===== src/verilog/pra_pkg.sv =====
package pra_pkg;
  // Bit positions of the synchronised input vector
  localparam int SYNC_W = 5;
  localparam int BIT_SAMPLE = 0;
  localparam int BIT_SWITCH = 1;
  localparam int BIT_DATA = 2;
  localparam int BIT_ZERO = 3;
  localparam int BIT_PI = 4;
  // Clock and strobe timing
  localparam int CLK_HZ = 20_000_000;
  localparam int STROBE_RATE_HZ = 3200;
  localparam int STROBE_PERIOD_CYCLES = CLK_HZ / STROBE_RATE_HZ;
  localparam int STROBE_TIMEOUT_CYCLES = 2 * STROBE_PERIOD_CYCLES;
  localparam int GAP_W = 15;

  // Balanced pattern at zero input: runs of this many pulses per sign
  localparam int RUN_W = 3;
  localparam logic [RUN_W-1:0] BALANCED_RUN = 3'h3;
  localparam logic [RUN_W-1:0] RUN_MAX = 3'h7;

  // Values after reset; torque starts in the plus coil
  localparam logic TORQUE_RESET = 1'b1;
  localparam logic DIR_RESET = 1'b1;
  localparam logic [SYNC_W-1:0] SYNC_RESET = 5'h00;

  // Velocity pulse buffer
  localparam int VEL_FIFO_W = 1;
  localparam int VEL_FIFO_DEPTH = 4;
endpackage : pra_pkg


===== src/verilog/pra_interface.sv =====
`timescale 1ns/1ps
// Operation
// - sample strobe gates zero and pi phase
// - gated products set or reset direction flip-flop
// - switch strobe yields exactly one torque command
// - torque commands set torque flip-flop, repeats hold
// - torque state enables only its own coil
// - data strobe yields one up or down pulse
// - zero input gives three up, three down
// - reset forces torque flip-flop to plus coil
// - direction changes only during sample strobe

module pra_fifo #(
  parameter int WIDTH = 1,
  parameter int DEPTH = 4
) (
  input wire logic clk,
  input wire logic resetn,
  input wire logic inValid,
  output logic inReady,
  input wire logic [WIDTH-1:0] inData,
  output logic outValid,
  input wire logic outReady,
  output logic [WIDTH-1:0] outData
);
  localparam int AW = $clog2(DEPTH);
  typedef struct packed {
    logic [DEPTH-1:0][WIDTH-1:0] mem;
    logic [AW:0] wr;
    logic [AW:0] rd;
  } pra_fifo_state_t;

  pra_fifo_state_t q;
  pra_fifo_state_t d;
  logic full;
  logic empty;

  assign empty = (q.wr == q.rd);
  assign full = (q.wr[AW] != q.rd[AW]) && (q.wr[AW-1:0] == q.rd[AW-1:0]);
  assign inReady = !full;
  assign outValid = !empty;
  assign outData = q.mem[q.rd[AW-1:0]];

  always_comb begin
    d = q;
    if (inValid && !full) begin
      d.mem[q.wr[AW-1:0]] = inData;
      d.wr = q.wr + 1'b1;
    end
    if (outReady && !empty) begin
      d.rd = q.rd + 1'b1;
    end
  end

  always_ff @(posedge clk) begin
    if (!resetn) begin
      q <= '0;
    end else begin
      q <= d;
    end
  end
endmodule : pra_fifo

module pra_interface #(
  parameter int STROBE_TIMEOUT = pra_pkg::STROBE_TIMEOUT_CYCLES
) (
  input wire logic clk,
  input wire logic resetn,
  input wire logic sampleStrobe,
  input wire logic switchStrobe,
  input wire logic dataStrobe,
  input wire logic zeroPhaseIn,
  input wire logic piPhaseIn,
  output logic plusTorqueCommand,
  output logic minusTorqueCommand,
  output logic plusCoilEnable,
  output logic minusCoilEnable,
  output logic upPulse,
  output logic downPulse,
  output logic velValid,
  output logic velUp,
  input wire logic velReady,
  output logic droppedPulse,
  output logic strobeLost,
  output logic balancedPattern
);
  typedef struct packed {
    logic [pra_pkg::SYNC_W-1:0] sync1;
    logic [pra_pkg::SYNC_W-1:0] sync2;
    logic [pra_pkg::SYNC_W-1:0] sync3;
    logic [pra_pkg::SYNC_W-1:0] filt;
    logic dir;
    logic torque;
    logic plusCmd;
    logic minusCmd;
    logic up;
    logic down;
    logic pushPend;
    logic pushUp;
    logic dropped;
    logic [pra_pkg::GAP_W-1:0] gap;
    logic lost;
    logic [pra_pkg::RUN_W-1:0] runLen;
    logic runUp;
    logic prevRun3;
    logic balanced;
  } pra_state_t;

  localparam logic [pra_pkg::GAP_W-1:0] TIMEOUT_CNT = pra_pkg::GAP_W'(STROBE_TIMEOUT);

  pra_state_t q;
  pra_state_t d;
  logic [pra_pkg::SYNC_W-1:0] agree;
  logic [pra_pkg::SYNC_W-1:0] rise;
  logic sampleOn;
  logic zeroOn;
  logic piOn;
  logic swRise;
  logic dtRise;
  logic smpRise;
  logic fifoInReady;

  // A level counts only once the second and third stages agree
  assign agree = q.sync2 ~^ q.sync3;
  assign rise = agree & q.sync3 & ~q.filt;
  assign sampleOn = q.filt[pra_pkg::BIT_SAMPLE];
  assign zeroOn = q.filt[pra_pkg::BIT_ZERO];
  assign piOn = q.filt[pra_pkg::BIT_PI];
  assign smpRise = rise[pra_pkg::BIT_SAMPLE];
  assign swRise = rise[pra_pkg::BIT_SWITCH];
  assign dtRise = rise[pra_pkg::BIT_DATA];

  always_comb begin
    d = q;
    d.sync1 = {piPhaseIn, zeroPhaseIn, dataStrobe, switchStrobe, sampleStrobe};
    d.sync2 = q.sync1;
    d.sync3 = q.sync2;
    d.filt = (agree & q.sync3) | (~agree & q.filt);

    // Both thresholds high at once is noise: hold the direction
    if (sampleOn && zeroOn && !piOn) begin
      d.dir = 1'b1;
    end else if (sampleOn && piOn && !zeroOn) begin
      d.dir = 1'b0;
    end

    d.plusCmd = swRise && q.dir;
    d.minusCmd = swRise && !q.dir;

    if (q.plusCmd) begin
      d.torque = 1'b1;
    end else if (q.minusCmd) begin
      d.torque = 1'b0;
    end

    d.up = dtRise && q.torque;
    d.down = dtRise && !q.torque;

    // A word waits here while the buffer is full; a second one is lost
    d.dropped = dtRise && q.pushPend && !fifoInReady;
    if (q.pushPend && fifoInReady) begin
      d.pushPend = 1'b0;
    end
    if (dtRise && !(q.pushPend && !fifoInReady)) begin
      d.pushPend = 1'b1;
      d.pushUp = q.torque;
    end

    // Run lengths of equal-sign pulses; two runs of three mark balance
    if (dtRise) begin
      if (q.torque == q.runUp) begin
        if (q.runLen != pra_pkg::RUN_MAX) begin
          d.runLen = q.runLen + 1'b1;
        end
      end else begin
        d.balanced = (q.runLen == pra_pkg::BALANCED_RUN) && q.prevRun3;
        d.prevRun3 = (q.runLen == pra_pkg::BALANCED_RUN);
        d.runLen = 3'h1;
        d.runUp = q.torque;
      end
    end

    if (smpRise) begin
      d.gap = '0;
    end else if (q.gap != TIMEOUT_CNT) begin
      d.gap = q.gap + 1'b1;
    end
    d.lost = (d.gap == TIMEOUT_CNT);
  end

  always_ff @(posedge clk) begin
    if (!resetn) begin
      q <= '0;
      q.sync1 <= pra_pkg::SYNC_RESET;
      q.sync2 <= pra_pkg::SYNC_RESET;
      q.sync3 <= pra_pkg::SYNC_RESET;
      q.filt <= pra_pkg::SYNC_RESET;
      q.dir <= pra_pkg::DIR_RESET;
      q.torque <= pra_pkg::TORQUE_RESET;
      q.runUp <= pra_pkg::TORQUE_RESET;
    end else begin
      q <= d;
    end
  end

  pra_fifo #(
    .WIDTH(pra_pkg::VEL_FIFO_W),
    .DEPTH(pra_pkg::VEL_FIFO_DEPTH)
  ) velFifo (
    .clk(clk),
    .resetn(resetn),
    .inValid(q.pushPend),
    .inReady(fifoInReady),
    .inData(q.pushUp),
    .outValid(velValid),
    .outReady(velReady),
    .outData(velUp)
  );

  assign plusTorqueCommand = q.plusCmd;
  assign minusTorqueCommand = q.minusCmd;
  assign plusCoilEnable = q.torque;
  assign minusCoilEnable = !q.torque;
  assign upPulse = q.up;
  assign downPulse = q.down;
  assign droppedPulse = q.dropped;
  assign strobeLost = q.lost;
  assign balancedPattern = q.balanced;
endmodule : pra_interface


===== config.mk =====
export PLATFORM = sky130hd
export DESIGN_NAME = pra_interface
export DESIGN_NICKNAME = d
export VERILOG_FILES = /design/src/verilog/pra_pkg.sv /design/src/verilog/pra_interface.sv
export SDC_FILE = /design/constraint.sdc
export NUM_CORES = 1
export LEC_CHECK = 0
export BUFFER_PORTS_ARGS = -buffer_cell sky130_fd_sc_hd__buf_2
export CAP_MARGIN = 25
export CORE_ASPECT_RATIO = 0.75
export CORE_UTILIZATION = 45
export DETAILED_ROUTE_END_ITERATION = 10
export GPL_ROUTABILITY_DRIVEN = 0
export MAX_ROUTING_LAYER = met4
export PLACE_DENSITY_LB_ADDON = 0.25
export SYNTH_ARGS = -nofsm -noshare
export SYNTH_HDL_FRONTEND = slang
export SYNTH_SLANG_ARGS = --single-unit

===== constraint.sdc =====
create_clock -name clk -period 5.7 [get_ports clk]
set_clock_uncertainty 0.1 [all_clocks]
set_input_delay 0.855 -clock clk [delete_from_list [all_inputs] [get_ports clk]]
set_output_delay 0.855 -clock clk [all_outputs]
set_load 0.02 [all_outputs]

==> impl_metrics.toml <==
[floorplanning]
core_area_mm2 = 0.00553
initial_core_util = 0.485
io-pin-count = 19
floorplan.die_area_mm2 = 0.00627
rows = 23
die_w_um = 91.1
die_h_um = 68.8

[worst_setup_path]
cp.arrival_ns = 2.70
cp-end-kind = "register"
path_max_fanout = 44
cp-start-kind = "primary input"
worst_ep_required_time_ns = 5.87
critical_path_class = "in -> reg"

[timing]
fmax_mhz = 395
hold_violations = 0
grt_setup_unrepaired = "false"
drv_slew = 0
tns_ns = 0
tightest_slew_ns = 0.605
min_period_ns = 2.53
setup_violations = 0
period_share = 0.444
slew_headroom = 0.596
fin_ws_ns = 3.17

[drt]
vias = 1896
drc = 0
routed_wl_um = 4420
antenna_left = 0
drt_iter0_drc = 97
vias_per_cell = 4.98
firstDrtPassIters = 4
wire_per_inst_um = 11.6

[final_layout]
most-common-layout-cells = "dfxtp_1, nand2_1, nor2_1"
register_area_mm2 = 0.00122
diodes = 0
nets = 322
largest_register_ffs = 28
nFillCells = 509
area_growth_pct = 13.7
multiInputGateArea_mm2 = 0.00139
drive_above_1_share = 0.144
final_common_cell = "dfxtp_1"
regMostFlops = "q"

[run_status]
outcome = "finished, final reports clean"

[place]
io_buffer_count = 18
dp_worst_setup_slack_ns = 2.79
post-dp-hpwl_um = 3080

[clock_network]
ctsHoldBuffers = 0
clockBufferDepth = 2
cts_tree = "done"
h-tree-depth = 3
cts_setup_buffers = 0
cts_resized = 0
clk_pin_slew_ns = 0.07
cts_buffers = 9
cts.sinks = 61
clk_latency_ns = 0.35
cts-root-buf = "clkbuf_8"

[synth]
synth_area_mm2 = 0.00268
synth_edf_count = 0
synth-main-ff-cell = "dfxtp_1"
seq_area_frac_synth = 0.456
postSynthCellCount = 281
synth_cell_types = 40
synth-seq-cells = 61
syn_nets = 302
syn_avg_cell_area_um2 = 9.53
yosys_warnings = 0
async_reset_ff_frac = 0

[power_and_ir_drop]
ir_drop_mv = 0.214
total_power_uw = 892
leakage_nw = 1.20
powerDensity_mw_per_mm2 = 293

[grt]
antenna_found_initial = 0
grt_pass1_wl_um = 7480
grt_overflow = 0
grt_usage = 0.167
grt_pass1_vias = 1674
grt_max_degree = 45

[worst_hold_path]
hold_class = "reg -> reg"

[job]
cap_violations = 0
==> path summary, 6_finish.rpt <==
check,from,end,slack [ns],cells after the start
max,resetn,strobeLost,3.17,4
min,d[42],d[37],0.33,1
max reg2reg,q[7],strobeLost,3.28,7
min reg2reg,d[42],d[37],0.33,1
==> area by class of cell <==
| class | instances | share of cell area |
|---|---|---|
| Clock buffer | 9 | 0.0407 |
| Clock inverter | 7 | 0.0320 |
| Inverter | 9 | 0.0111 |
| Multi-Input combinational cell | 202 | 0.455 |
| Sequential cell | 61 | 0.401 |
| Tap cell | 75 | 0.0308 |
| Timing Repair Buffer | 18 | 0.0296 |
==> power breakdown <==
| part | internal, mW | leakage [nW] | switching (mW) | total [mW] |
|---|---|---|---|---|
| registers | 0.433 | 0.495 | 0.00678 | 0.440 |
| clock network | 0.248 | 0.106 | 0.178 | 0.425 |
| logic | 0.0126 | 0.599 | 0.0137 | 0.0263 |
| total | 0.694 | 1.20 | 0.198 | 0.892 |
==> per-layer routing <==
metal / share of wire / track usage / vias to the layer above
met4: 0.022 / 0.0952 / 0
met2: 0.41 / 0.241 / 23
met5: 0 / - / -
met1: 0.52 / 0.199 / 869
li1: - / - / 994
met3: 0.046 / 0.0669 / 10
==> worst max-delay path, cell delays in order <==
cell and delay [ns]:
buf_2 0.48, nand2_1 0.50, or4_4 0.66, nor4_2 0.20
==> cell usage after synthesis (3+ instances only) <==
cell type / instances / share of area
clkbuf_1: 6 / 0.0084
dfxtp_1: 61 / 0.46
ha_1: 13 / 0.061
nand3_1: 14 / 0.026
inv_1: 9 / 0.013
mux2i_1: 5 / 0.019
buf_2: 3 / 0.0056
o21ai_0: 8 / 0.015
nand4_1: 3 / 0.0070
nor2_1: 24 / 0.034
xnor2_1: 13 / 0.043
a21boi_0: 11 / 0.031
xor2_1: 9 / 0.029
nand2b_1: 4 / 0.0093
and2_1: 21 / 0.049
nand2_1: 33 / 0.046
a21oi_1: 4 / 0.0075
nor2b_1: 10 / 0.023
==> cell families (layout without fill, tap and decap cells) <==
logic type	count (synthesis)	after routing	share of synthesized area
compound gates	32	32	0.0785
xor+xnor	22	22	0.0720
fa+ha+maj	13	13	0.0607
buf+inv	18	43	0.0266
flops	61	61	0.456
mux	6	6	0.0271
simple gates	129	129	0.279
==> stage by stage <==
stage / util / hold slack, ns / cell area [um2] / instances
floorplan: - / 0.312 / 2680 / 281
global placement: 0.511 / 0.315 / 2820 / 365
detailed placement: 0.511 / 0.319 / 2820 / 365
CTS: 0.551 / 0.337 / 3050 / 381
global route: 0.551 / 0.360 / 3050 / 381
finish: 0.551 / 0.335 / 3050 / 381
Power figures use the tool's default switching activity.
